<file path="config.mk">
export PLATFORM = sky130hd
export DESIGN_NAME = pcamc_top
export DESIGN_NICKNAME = d
export VERILOG_FILES = /design/src/pcamc_pkg.sv /design/src/pcamc_chan.sv /design/src/pcamc_top.sv
export SDC_FILE = /design/constraint.sdc
export NUM_CORES = 1
export LEC_CHECK = 0
export ABC_CLOCK_PERIOD_IN_PS = 3800
export BUFFER_PORTS_ARGS = -buffer_cell sky130_fd_sc_hd__buf_2
export CAP_MARGIN = 5
export CORE_MARGIN = 2
export CORE_UTILIZATION = 57
export CTS_BUF_LIST = sky130_fd_sc_hd__clkbuf_4 sky130_fd_sc_hd__clkbuf_8
export CTS_CLUSTER_SIZE = 12
export DETAILED_ROUTE_END_ITERATION = 8
export GPL_ROUTABILITY_DRIVEN = 1
export PLACE_DENSITY = 0.87
export SETUP_SLACK_MARGIN = 0.15
export SLEW_MARGIN = 20
export SYNTH_ARGS = -nofsm -noshare
export SYNTH_HDL_FRONTEND = slang
export SYNTH_SLANG_ARGS = --single-unit
</file>
<file path="constraint.sdc">
create_clock -name ref_clk -period 3.8 [get_ports ref_clk]
set_clock_uncertainty 0.1 [all_clocks]
set_input_delay 0.38 -clock ref_clk [delete_from_list [all_inputs] [get_ports ref_clk]]
set_output_delay 0.38 -clock ref_clk [all_outputs]
set_load 0.005 [all_outputs]
</file>
<file path="src/pcamc_pkg.sv">
package pcamc_pkg;

    // ------------------------------------------------------------
    // sizes
    // ------------------------------------------------------------
    localparam int NUM_MODULES = 3;
    localparam int ADDR_W = 10;
    localparam int SYNC_STAGES = 3;

    // ------------------------------------------------------------
    // register indices (byte address is four times the index)
    // ------------------------------------------------------------
    localparam logic [7:0] IDX_MODE0 = 8'hDA;
    localparam logic [7:0] IDX_MODE1 = 8'hDB;
    localparam logic [7:0] IDX_MODE2 = 8'hDC;
    localparam logic [7:0] IDX_CNT_LOW = 8'hF9;
    localparam logic [7:0] IDX_CNT_HIGH = 8'hFA;
    localparam logic [7:0] IDX_PWM_CFG = 8'hF7;
    localparam logic [7:0] IDX_CMPL0 = 8'hFB;
    localparam logic [7:0] IDX_CMPL1 = 8'hE9;
    localparam logic [7:0] IDX_CMPL2 = 8'hEB;
    localparam logic [7:0] IDX_CMPH0 = 8'hFC;
    localparam logic [7:0] IDX_CMPH1 = 8'hEA;
    localparam logic [7:0] IDX_CMPH2 = 8'hEC;
    localparam logic [7:0] IDX_ARRAY_MODE = 8'hD9;
    localparam logic [7:0] IDX_STATUS = 8'hE0;
    localparam logic [7:0] IDX_CLEAR = 8'hE1;
    localparam logic [7:0] IDX_IRQ_EN = 8'hE2;

    // ------------------------------------------------------------
    // field positions
    // ------------------------------------------------------------
    localparam int MB_WIDE = 7;
    localparam int MB_CMP = 6;
    localparam int MB_RISE = 5;
    localparam int MB_FALL = 4;
    localparam int MB_MATCH = 3;
    localparam int MB_TOG = 2;
    localparam int MB_PWM = 1;
    localparam int MB_IRQ = 0;
    localparam int AM_RUN = 0;
    localparam int AM_WDOG = 6;
    localparam int ST_OVF = 3;
    localparam int CLSEL_LSB = 0;

    // ------------------------------------------------------------
    // reset values and bus answers
    // ------------------------------------------------------------
    localparam logic [7:0] MODE_RST = 8'h00;
    localparam logic [15:0] CNT_RST = 16'h0000;
    localparam logic [15:0] CMP_RST = 16'h0000;
    localparam logic [7:0] BYTE_RST = 8'h00;
    localparam logic [1:0] CLSEL_RST = 2'h0;
    localparam logic [3:0] FLAGS_RST = 4'h0;
    localparam logic [1:0] RESP_OKAY = 2'h0;
    localparam logic [1:0] RESP_SLVERR = 2'h2;
    localparam logic [7:0] PWM_BASE_BITS = 8'h08;

    // ------------------------------------------------------------
    // state types
    // ------------------------------------------------------------
    typedef struct packed {
        logic [SYNC_STAGES-1:0] sync;
        logic level;
        logic pinOut;
        logic [7:0] freqAcc;
    } pcamc_chan_s;

    typedef struct packed {
        logic [NUM_MODULES-1:0][7:0] mode;
        logic [NUM_MODULES-1:0][15:0] cmp;
        logic [15:0] cnt;
        logic [7:0] snapHi;
        logic step;
        logic [1:0] clsel;
        logic run;
        logic wdog;
        logic wdogExpire;
        logic [3:0] flags;
        logic ovfIrqEn;
        logic awHeld;
        logic [7:0] awIdx;
        logic wHeld;
        logic [7:0] wData;
        logic wLane0;
        logic bValid;
        logic [1:0] bResp;
        logic rValid;
        logic [7:0] rData;
        logic [1:0] rResp;
    } pcamc_top_s;

endpackage : pcamc_pkg

</file>
<file path="src/pcamc_chan.sv">
`timescale 1ns/1ns
module pcamc_chan (
    input wire logic ref_clk,
    input wire logic reset_n,
    input wire logic [7:0] modeBits,
    input wire logic [15:0] counter,
    input wire logic cntStep,
    input wire logic [15:0] cmpValue,
    input wire logic [1:0] cycleSel,
    input wire logic pinIn,
    output logic pinOut,
    output logic pinOe,
    output logic captureHit,
    output logic matchHit
);
    import pcamc_pkg::*;

    pcamc_chan_s s_r;
    pcamc_chan_s s_nxt;
    logic [7:0] pwmBits;
    logic [15:0] pwmMask;
    logic pwmLevel;
    logic edgeSeen;

    // ------------------------------------------------------------
    // pin edges, compare and waveform
    // ------------------------------------------------------------
    assign pwmBits = PWM_BASE_BITS + {6'h00, cycleSel};
    assign pwmMask = 16'((17'h00001 << pwmBits) - 17'h00001);
    assign pwmLevel = modeBits[MB_WIDE] ? (counter >= cmpValue)
        : ((counter & pwmMask) >= (cmpValue & pwmMask));
    assign edgeSeen = (s_r.sync[1] == s_r.sync[2])
        && (s_r.sync[2] != s_r.level);
    assign captureHit = edgeSeen
        && ((s_r.sync[2] && modeBits[MB_RISE])
        || (!s_r.sync[2] && modeBits[MB_FALL]));
    assign matchHit = modeBits[MB_CMP] && cntStep
        && (counter == cmpValue);
    assign pinOut = s_r.pinOut;
    assign pinOe = modeBits[MB_TOG] | modeBits[MB_PWM];

    always_comb begin
        s_nxt = s_r;
        s_nxt.sync = {s_r.sync[1:0], pinIn};
        if (s_r.sync[1] == s_r.sync[2]) begin
            s_nxt.level = s_r.sync[2];
        end
        if (modeBits[MB_TOG] && modeBits[MB_PWM]) begin
            // frequency output: toggle, then step the match point
            if (cntStep && counter[7:0] == s_r.freqAcc) begin
                s_nxt.pinOut = !s_r.pinOut;
                s_nxt.freqAcc = s_r.freqAcc + cmpValue[15:8];
            end
        end else if (modeBits[MB_PWM]) begin
            s_nxt.pinOut = pwmLevel;
        end else if (modeBits[MB_TOG] && matchHit) begin
            s_nxt.pinOut = !s_r.pinOut;
        end
    end

    always_ff @(posedge ref_clk or negedge reset_n) begin
        if (!reset_n) begin
            s_r <= '0;
        end else begin
            s_r <= s_nxt;
        end
    end

endmodule : pcamc_chan

</file>
<file path="src/pcamc_top.sv">
// What this block does
// - mode bit 7 picks 16-bit PWM when set, else 8 to 11-bit PWM.
// - mode bit 6 enables the module comparator against the main counter.
// - mode bit 5 enables capture on rising input pin edges.
// - mode bit 4 enables capture on falling edges; both may be on.
// - mode bit 3 sets the module flag when counter equals compare value.
// - mode bit 2 inverts the output pin on each counter match.
// - toggle and PWM both set give frequency output mode.
// - mode bit 1 drives PWM on the output pin at selected width.
// - mode bit 0 lets a set module flag raise an interrupt.
// - watchdog enable locks module 2 mode; software disables first.
// - watchdog enable makes counter byte writes be ignored.
// - counter low and high bytes at adjacent addresses, reset zero.
// - high byte reads a snapshot loaded only when low byte is read.
// - three 8-bit mode registers at own addresses, reset zero.
// - shared two-bit field picks 8, 9, 10 or 11-bit PWM cycle.
// - compare low byte write clears the comparator enable bit.
// - compare high byte write sets the comparator enable bit.
//
// Added by the designer: the AXI4-Lite slave port.
`timescale 1ns/1ns
module pcamc_top (
    input wire logic ref_clk,
    input wire logic reset_n,
    // AXI4-Lite slave
    input wire logic [pcamc_pkg::ADDR_W-1:0] s_axi_awaddr,
    input wire logic [2:0] s_axi_awprot,
    input wire logic s_axi_awvalid,
    output logic s_axi_awready,
    input wire logic [31:0] s_axi_wdata,
    input wire logic [3:0] s_axi_wstrb,
    input wire logic s_axi_wvalid,
    output logic s_axi_wready,
    output logic [1:0] s_axi_bresp,
    output logic s_axi_bvalid,
    input wire logic s_axi_bready,
    input wire logic [pcamc_pkg::ADDR_W-1:0] s_axi_araddr,
    input wire logic [2:0] s_axi_arprot,
    input wire logic s_axi_arvalid,
    output logic s_axi_arready,
    output logic [31:0] s_axi_rdata,
    output logic [1:0] s_axi_rresp,
    output logic s_axi_rvalid,
    input wire logic s_axi_rready,
    // module pins
    input wire logic [pcamc_pkg::NUM_MODULES-1:0] moduleIoPinIn,
    output logic [pcamc_pkg::NUM_MODULES-1:0] moduleIoPinOut,
    output logic [pcamc_pkg::NUM_MODULES-1:0] moduleIoPinOe,
    // events
    output logic irq,
    output logic watchdogExpire
);
    import pcamc_pkg::*;

    pcamc_top_s s_r;
    pcamc_top_s s_nxt;
    logic [NUM_MODULES-1:0] captureHit;
    logic [NUM_MODULES-1:0] matchHit;
    logic [NUM_MODULES-1:0][7:0] chanMode;
    logic [NUM_MODULES-1:0] irqMask;
    logic awTake;
    logic wTake;
    logic arTake;
    logic [15:0] ovfMask;

    // ------------------------------------------------------------
    // address decode
    // ------------------------------------------------------------
    function automatic logic [7:0] idxOf(
        input logic [ADDR_W-1:0] addr
    );
        idxOf = addr[9:2];
    endfunction : idxOf

    function automatic logic isMapped(input logic [7:0] idx);
        unique case (idx)
            IDX_MODE0, IDX_MODE1, IDX_MODE2, IDX_CNT_LOW, IDX_CNT_HIGH,
            IDX_PWM_CFG, IDX_CMPL0, IDX_CMPL1, IDX_CMPL2, IDX_CMPH0,
            IDX_CMPH1, IDX_CMPH2, IDX_ARRAY_MODE, IDX_STATUS, IDX_CLEAR,
            IDX_IRQ_EN: isMapped = 1'b1;
            default: isMapped = 1'b0;
        endcase
    endfunction : isMapped

    // ------------------------------------------------------------
    // channels
    // ------------------------------------------------------------
    generate
        for (genvar n = 0; n < NUM_MODULES; n++) begin : g_chan
            // module 2 serves only as the watchdog while it is armed
            assign chanMode[n] = (n == 2 && s_r.wdog) ? MODE_RST
                : s_r.mode[n];
            assign irqMask[n] = s_r.mode[n][MB_IRQ];
            pcamc_chan u_chan (
                .ref_clk(ref_clk),
                .reset_n(reset_n),
                .modeBits(chanMode[n]),
                .counter(s_r.cnt),
                .cntStep(s_r.step),
                .cmpValue(s_r.cmp[n]),
                .cycleSel(s_r.clsel),
                .pinIn(moduleIoPinIn[n]),
                .pinOut(moduleIoPinOut[n]),
                .pinOe(moduleIoPinOe[n]),
                .captureHit(captureHit[n]),
                .matchHit(matchHit[n])
            );
        end
    endgenerate

    // ------------------------------------------------------------
    // bus handshakes and outputs
    // ------------------------------------------------------------
    assign s_axi_awready = !s_r.awHeld && !s_r.bValid;
    assign s_axi_wready = !s_r.wHeld && !s_r.bValid;
    assign s_axi_arready = !s_r.rValid;
    assign awTake = s_axi_awvalid && s_axi_awready;
    assign wTake = s_axi_wvalid && s_axi_wready;
    assign arTake = s_axi_arvalid && s_axi_arready;
    assign s_axi_bvalid = s_r.bValid;
    assign s_axi_bresp = s_r.bResp;
    assign s_axi_rvalid = s_r.rValid;
    assign s_axi_rresp = s_r.rResp;
    assign s_axi_rdata = {24'h000000, s_r.rData};
    assign irq = (|(s_r.flags[NUM_MODULES-1:0] & irqMask))
        || (s_r.flags[ST_OVF] && s_r.ovfIrqEn);
    assign watchdogExpire = s_r.wdogExpire;
    assign ovfMask = 16'((17'h00001 << (PWM_BASE_BITS
        + {6'h00, s_r.clsel})) - 17'h00001);

    // ------------------------------------------------------------
    // next state
    // ------------------------------------------------------------
    always_comb begin
        logic [7:0] wd;
        logic doWrite;
        logic [3:0] setFlags;
        logic [3:0] clrFlags;
        wd = s_r.wData;
        doWrite = s_r.awHeld && s_r.wHeld && !s_r.bValid;
        setFlags = 4'h0;
        clrFlags = 4'h0;
        s_nxt = s_r;
        s_nxt.wdogExpire = 1'b0;

        // counter runs one count per clock while enabled
        s_nxt.step = s_r.run;
        if (s_r.run) begin
            s_nxt.cnt = s_r.cnt + 16'h0001;
        end
        if (s_r.step && (s_r.cnt & ovfMask) == CNT_RST) begin
            setFlags[ST_OVF] = 1'b1;
        end
        if (s_r.wdog && s_r.step && s_r.cnt == s_r.cmp[2]) begin
            s_nxt.wdogExpire = 1'b1;
        end

        // write channel
        if (awTake) begin
            s_nxt.awHeld = 1'b1;
            s_nxt.awIdx = idxOf(s_axi_awaddr);
        end
        if (wTake) begin
            s_nxt.wHeld = 1'b1;
            s_nxt.wData = s_axi_wdata[7:0];
            s_nxt.wLane0 = s_axi_wstrb[0];
        end
        if (doWrite) begin
            s_nxt.awHeld = 1'b0;
            s_nxt.wHeld = 1'b0;
            s_nxt.bValid = 1'b1;
            s_nxt.bResp = isMapped(s_r.awIdx) ? RESP_OKAY : RESP_SLVERR;
        end
        if (doWrite && s_r.wLane0) begin
            unique case (s_r.awIdx)
                IDX_MODE0: s_nxt.mode[0] = wd;
                IDX_MODE1: s_nxt.mode[1] = wd;
                IDX_MODE2: begin
                    if (!s_r.wdog) begin
                        s_nxt.mode[2] = wd;
                    end
                end
                IDX_CNT_LOW: begin
                    if (!s_r.wdog) begin
                        s_nxt.cnt[7:0] = wd;
                    end
                end
                IDX_CNT_HIGH: begin
                    if (!s_r.wdog) begin
                        s_nxt.cnt[15:8] = wd;
                    end
                end
                IDX_PWM_CFG: s_nxt.clsel = wd[CLSEL_LSB+:2];
                IDX_CMPL0: begin
                    s_nxt.cmp[0][7:0] = wd;
                    s_nxt.mode[0][MB_CMP] = 1'b0;
                end
                IDX_CMPL1: begin
                    s_nxt.cmp[1][7:0] = wd;
                    s_nxt.mode[1][MB_CMP] = 1'b0;
                end
                IDX_CMPL2: begin
                    s_nxt.cmp[2][7:0] = wd;
                    if (!s_r.wdog) begin
                        s_nxt.mode[2][MB_CMP] = 1'b0;
                    end
                end
                IDX_CMPH0: begin
                    s_nxt.cmp[0][15:8] = wd;
                    s_nxt.mode[0][MB_CMP] = 1'b1;
                end
                IDX_CMPH1: begin
                    s_nxt.cmp[1][15:8] = wd;
                    s_nxt.mode[1][MB_CMP] = 1'b1;
                end
                IDX_CMPH2: begin
                    s_nxt.cmp[2][15:8] = wd;
                    if (!s_r.wdog) begin
                        s_nxt.mode[2][MB_CMP] = 1'b1;
                    end
                end
                IDX_ARRAY_MODE: begin
                    // while armed only the watchdog bit itself may change
                    s_nxt.wdog = wd[AM_WDOG];
                    if (!s_r.wdog) begin
                        s_nxt.run = wd[AM_RUN];
                    end
                end
                IDX_CLEAR: clrFlags = wd[3:0];
                IDX_IRQ_EN: begin
                    s_nxt.mode[0][MB_IRQ] = wd[0];
                    s_nxt.mode[1][MB_IRQ] = wd[1];
                    if (!s_r.wdog) begin
                        s_nxt.mode[2][MB_IRQ] = wd[2];
                    end
                    s_nxt.ovfIrqEn = wd[ST_OVF];
                end
                default: begin
                end
            endcase
        end
        if (s_r.bValid && s_axi_bready) begin
            s_nxt.bValid = 1'b0;
        end

        // read channel
        if (s_r.rValid && s_axi_rready) begin
            s_nxt.rValid = 1'b0;
        end
        if (arTake) begin
            s_nxt.rValid = 1'b1;
            s_nxt.rResp = isMapped(idxOf(s_axi_araddr)) ? RESP_OKAY
                : RESP_SLVERR;
            unique case (idxOf(s_axi_araddr))
                IDX_MODE0: s_nxt.rData = s_r.mode[0];
                IDX_MODE1: s_nxt.rData = s_r.mode[1];
                IDX_MODE2: s_nxt.rData = s_r.mode[2];
                IDX_CNT_LOW: begin
                    s_nxt.rData = s_r.cnt[7:0];
                    s_nxt.snapHi = s_r.cnt[15:8];
                end
                IDX_CNT_HIGH: s_nxt.rData = s_r.snapHi;
                IDX_PWM_CFG: s_nxt.rData = {6'h00, s_r.clsel};
                IDX_CMPL0: s_nxt.rData = s_r.cmp[0][7:0];
                IDX_CMPL1: s_nxt.rData = s_r.cmp[1][7:0];
                IDX_CMPL2: s_nxt.rData = s_r.cmp[2][7:0];
                IDX_CMPH0: s_nxt.rData = s_r.cmp[0][15:8];
                IDX_CMPH1: s_nxt.rData = s_r.cmp[1][15:8];
                IDX_CMPH2: s_nxt.rData = s_r.cmp[2][15:8];
                IDX_ARRAY_MODE: begin
                    s_nxt.rData = BYTE_RST;
                    s_nxt.rData[AM_WDOG] = s_r.wdog;
                    s_nxt.rData[AM_RUN] = s_r.run;
                end
                IDX_STATUS: s_nxt.rData = {4'h0, s_r.flags};
                IDX_IRQ_EN: s_nxt.rData = {4'h0, s_r.ovfIrqEn,
                    irqMask};
                default: s_nxt.rData = BYTE_RST;
            endcase
        end

        // hardware events on the modules
        for (int n = 0; n < NUM_MODULES; n++) begin
            if (matchHit[n] && chanMode[n][MB_MATCH]) begin
                setFlags[n] = 1'b1;
            end
            if (captureHit[n]) begin
                s_nxt.cmp[n] = s_r.cnt;
                setFlags[n] = 1'b1;
            end
        end
        // a flag set in the same cycle as its clear stays set
        s_nxt.flags = (s_r.flags & ~clrFlags) | setFlags;
    end

    // ------------------------------------------------------------
    // state register
    // ------------------------------------------------------------
    always_ff @(posedge ref_clk or negedge reset_n) begin
        if (!reset_n) begin
            s_r <= '0;
        end else begin
            s_r <= s_nxt;
        end
    end

endmodule : pcamc_top

</file>
# Word level (Yosys, flattened, before mapping)
# Index checks and enable logic that the tools add are counted.
# word_totals
register_bits,179
inputBits,72
out_inout_bits,49
# op_classes
add_sub_neg,6
magnitude_cmp,6
n_eq_ne,51
shifts,1
mux,65
bitwise,12
reduce_logical,110
# op_table
op,n
== test 8 bit (second input constant),32
one-hot mux 8 bit (15 select lines),1
>= comparator 16 bit,6
2-to-1 mux 8 bit,11
bitwise AND 16 bit,4
2-to-1 mux 16 bit,4
2-to-1 mux 64 bit,1
== test 16 bit,3
logical AND 1 bit,44
AND reduction 2 bit,22
2-to-1 mux 9 bit,4
OR reduction 16 bit,2
2-to-1 mux 1 bit,31
nonzero test 2 bit,15
adder 8 bit,3
== test 8 bit,3
nonzero test 3 bit,6
adder 16 x 1 -> 16 bit (second input constant),1
zero test 16 bit,1
left shift 1 x 5 -> 16 bit (first input constant),1
subtractor 16 x 1 -> 16 bit (second input constant),1
!= test 2 bit (second input constant),7
2-to-1 mux 11 bit,1
zero test 1 bit,10
other kinds (22),37

# Depth between registers and ports, before layout
# logic_depth
ltp_word,8
depth_mapped,14
mapped_depth_nobuf,12

# Modules after synthesis
# Synthesis repeated with hierarchy kept, for this count alone.
# unflattened
cells_unflattened,1398
area_unflattened_um2,12959.9
# by_module_without_submodules
mod,instances,cells_each,area_per_inst_um2,seq_area_each_um2
pcamc_top,1,810,8020.2,3453.3
pcamc_chan (g_chan[0].u_chan ...),2,196,1639.1,325.3
pcamc_chan (g_chan[2].u_chan),1,196,1661.6,325.3

# Worst setup path before layout
# Ideal clock, no wire load.
# synth_path
path_type,register to register
start,register s_r[42] (netlist bit)
end,register g_chan[1].u_chan.s_r (netlist bit g_chan[1].u_chan.pinOut)
setup_ns,0.138
arrival_time_ns,2.589
required_time_ns,3.562
setup_slack_ns,0.974
path_stages_with_launch,15
period_less_slack_ns,2.826
cell_sequence,dfrtp_1 clkbuf_1 and2_1 clkbuf_1 inv_1 ha_1 nor2b_1 ha_1 nand2_1 nor2_1 a211oi_1 o21ai_1 a41o_1 a31oi_1 a31oi_1
# synth_between
elab_chain_cells,8
# synth_rtl
item,line_no,source
from (decl),pcamc_top.sv:55,pcamc_top_s s_r;
from (signal assigned),pcamc_top.sv:303,s_r <= s_nxt;
adder 4 x 2 -> 5 bit (*),pcamc_chan.sv:28,"assign pwmBits = PWM_BASE_BITS + {6'h00, cycleSel};"
left shift 1 x 5 -> 16 bit (*),pcamc_chan.sv:29,assign pwmMask = 16'((17'h00001 << pwmBits) - 17'h00001);
subtractor 16 x 1 -> 16 bit (*),pcamc_chan.sv:29,
bitwise AND 16 bit,pcamc_chan.sv:31,: ((counter & pwmMask) >= (cmpValue & pwmMask));
>= comparator 16 bit (*),pcamc_chan.sv:31,
2-to-1 mux 1 bit (*),pcamc_chan.sv:30,assign pwmLevel = modeBits[MB_WIDE] ? (counter >= cmpValue)
2-to-1 mux 1 bit (*),pcamc_chan.sv:54,end else if (modeBits[MB_PWM]) begin
2-to-1 mux 1 bit (*),pcamc_chan.sv:48,if (modeBits[MB_TOG] && modeBits[MB_PWM]) begin
to (signal assigned),pcamc_chan.sv:65,s_r <= s_nxt;
to (decl),pcamc_chan.sv:18,pcamc_chan_s s_r;
# Mark *: on every way between the ends. The rest lies on a longest branch, timed or not.
# A chain may end at the register's enable or synchronous reset.

# Worst setup path in the final report
# Same ends and word-level chain as after synthesis.

==> metrics.md <==
| Metric | Value |
|---|---|
| Synth Instances | 1330 |
| Syn avg cell area | 9.14 um^2 |
| WHS | 0.0146 ns |
| Unique masters post-synth | 76 |
| Power Dens Cells | 438 mW/mm^2 |
| Largest net degree at the start of global routing | 97 |
| Final slew viol count | 0 |
| Yosys top cell by area | dfrtp_1 |
| HPWL Detailed | 25200 um |
| Post-route cell area | 0.0130 mm^2 |
| Crit. End Element | flip-flop |
| CTS max path bufs | 2 |
| Placed cell areas | 0.0125 mm^2 |
| Clock power share | 23.6% |
| Startpoint types | flip-flop |
| Die height | 150 um |
| Synthesized cell area | 0.0122 mm^2 |
| Vias | 10632 |
| Critical path type | reg -> reg |
| Setup-failing EPs final | 0 |
| Hold WC Path Type | in -> reg |
| FP Rows | 53 |
| Post-Route Utilization | 62.0% |
| Port Buf Inserts | 57 |
| Antenna Cells | 0 |
| Leakage power | 6.08 nW |
| Internal power | 3.33 mW |
| Gate power share | 27.5% |
| Antenna violations before repair | 1 |
| Net Switching | 2.36 mW |
| Place WS | 0.732 ns |
| Sequential share of power | 48.9% |
| CTS Root Cell | clkbuf_8 |
| Initial DRT Pass Iterations | 6 |
| Initial drt markers | 1399 |
| TritonCTS clock tree | built |
| Vias in the first global route | 10247 |
| Post-synth top cells | 177 x dfrtp_1, 128 x nand2_1, 98 x nor2_1 |
| Synth area leaders | dfrtp_1 36%, ha_1 9.6%, mux2_2 4.5%, mux2i_1 4.3%, nand2_1 4.0% |
| Maximum VDD drop | 0.356 mV |
| First-pass GRT wire length | 55100 um |
| Antenna-violating nets left | 0 |
| Syn-to-layout area delta | 6.90% |
| Least-Margin Pin Slew | 1.04 ns |
| Yosys reg bits | 177 |
| Yosys Warn Count | 0 |
| Initial Utilization | 58.0% |
| Global placement routability congestion | 1.05 |
| Setup Fix Bufs, Post-CTS | 0 |
| Post-synthesis sequential area ratio | 36.4% |
| Drt wl/cell | 21.6 um |
| Max cap viols | 0 |
| Top FF cell, synth | dfrtp_1 |
| Tot GR Track Use | 32.1% |
| CTS H-Tree Depth | 4 |
| Worst-path maximum fanout | 13 |
| Final net count | 1531 |
| Switch share | 41.5% |
| Hold Vio Cnt, Final | 0 |
| Max transition margin | 30.0% |
| Die W | 150 um |
| Congestion Overflow GR | 0 |
| # fillers | 1732 |
| Post-Layout Cell Count | 1651 |
| Share of the synthesized area in the top cell type | 36.4% |
| Post-synth EDFFs | 0 |
| Worst EP required | 4.04 ns |
| Most frequent cell after synthesis | dfrtp_1 |
| Cells after DPL | 1607 |
| Crit share post-route | 83.1% |
| Final setup margin | 0.642 ns |
| Drc violations | 0 |
| Min Tclk post-route | 3.16 ns |
| Fraction of registers with async set/reset | 100% |
| Design Power | 5.70 mW |
| Max frequency | 0.317 GHz |
| Routed Wire Length | 35600 um |
| Layout cells sized above 1 | 14.1% |
| Critical Path AT | 3.40 ns |
| CTS Buf Count | 17 |
| Core Box Area | 0.0210 mm^2 |
| Setup TNS | 0 ns |
| Top Ports | 121 |
| Worst-Skew Late Latency | 0.49 ns |
| RSZ-0062 raised after global routing | false |
| Clk pin slew, worst setup/hold paths | 0.12 ns |
| Vias/cell | 6.44 |
| Clk sinks | 177 |
| DIE AREA | 0.0225 mm^2 |
| Outcome | finished, final reports clean |
==> cells in the final DEF (no fill, tap or decap), drive strengths merged, types with 22 or more instances in the layout <==
cell | synthesis | routed
nand4 | 26 | 26
nand2 | 129 | 129
a21oi | 82 | 82
dfrtp | 177 | 177
nand3 | 30 | 30
a21o | 22 | 22
ha | 93 | 93
nor2 | 106 | 106
mux2i | 52 | 52
xor2 | 35 | 35
conb | 2 | 38
inv | 72 | 83
mux2 | 61 | 61
buf | 72 | 79
o21ai | 101 | 101
xnor2 | 25 | 25
==> critical path: stages, from the launching register on <==
cell      delay (ns)
dfrtp_1         0.56
and2_1          0.28
inv_1           0.08
ha_1            0.31
nor2b_1         0.31
ha_1            0.32
nand2_1         0.08
nor2_1          0.04
a211oi_1        0.26
o21ai_1         0.14
a41o_1          0.27
a31oi_1         0.17
a31oi_1         0.10
==> cell type report <==
class / instances / area, um^2 / area share (%)
inverters: 72 / 270 / 2.08
well taps: 275 / 344 / 2.65
flip-flops and latches: 177 / 4430 / 34.1
repair buffers: 91 / 577 / 4.44
multi-input cells: 1004 / 6990 / 53.8
clock buffers: 17 / 234 / 1.80
clock inverters: 15 / 158 / 1.21
==> registers in the layout (all words and copies together), names as in the netlist <==
| name | cells |
|---|---|
| s_nxt | 1 |
| irqMask | 1 |
| g_chan.u_chan.s_nxt | 6 |
| g_chan.u_chan.pinOut | 3 |
| chanMode | 16 |
| g_chan.u_chan.s_r | 30 |
| s_axi_bvalid | 1 |
| s_axi_rdata | 8 |
| s_axi_rvalid | 1 |
| s_r | 107 |
| s_axi_rresp | 1 |
| s_axi_bresp | 1 |
| watchdogExpire | 1 |
==> timing repair <==
action                    4_1_cts  5_1_grt
resized for setup               0        0
hold buffers                    9        3
hold endpoints to repair      100        3
==> final timing paths <==
check / from / endpoint / slack (ns) / depth (start not counted)
worst max-delay path: s_r[42]$_DFFE_PN0P_ / g_chan[1].u_chan.pinOut$_DFFE_PN0P_ / 0.64 / 12
worst min-delay path: s_axi_awaddr[2] / s_r[24]$_DFFE_PN0P_ / 0.01 / 2
max in group asynchronous: reset_n / s_r[43]$_DFF_PN0_ / 2.20 / 3
worst max register to register: s_r[42]$_DFFE_PN0P_ / g_chan[1].u_chan.pinOut$_DFFE_PN0P_ / 0.64 / 12
min in group asynchronous: reset_n / g_chan[2].u_chan.s_r[6]$_DFFE_PN0P_ / 0.48 / 2
worst min register to register: g_chan[2].u_chan.s_nxt[11]$_DFF_PN0_ / g_chan[2].u_chan.s_nxt[12]$_DFF_PN0_ / 0.26 / 0
==> power by group through the flow <==
stage               logic, mW  registers [mW]  clock network, mW
floorplan                1.32            2.36                  0
global route             1.73            2.79               1.41
CTS                      1.53            2.73               1.35
global placement         1.42            2.75                  0
detailed placement       1.51            2.77                  0
finish                   1.57            2.79               1.34
==> cells by family after synthesis <==
logic type                 share of synthesized area, %
xor gates and xnor gates                           4.32
AOI/OAI and AO/OA                                  15.5
buffers and inverters                              7.36
and+or+nand+nor                                    15.8
muxes                                              10.2
DFF                                                36.4
other                                            0.0618
adders and majority gates                          10.3
==> metal layers <==
layer	track usage (%)	part of all wire, %
met1	41.0	37
met2	48.4	44
met3	9.79	13
met4	17.9	6.7
met5	0	0.034
Note: power is estimated with default switching activity, not from simulation.
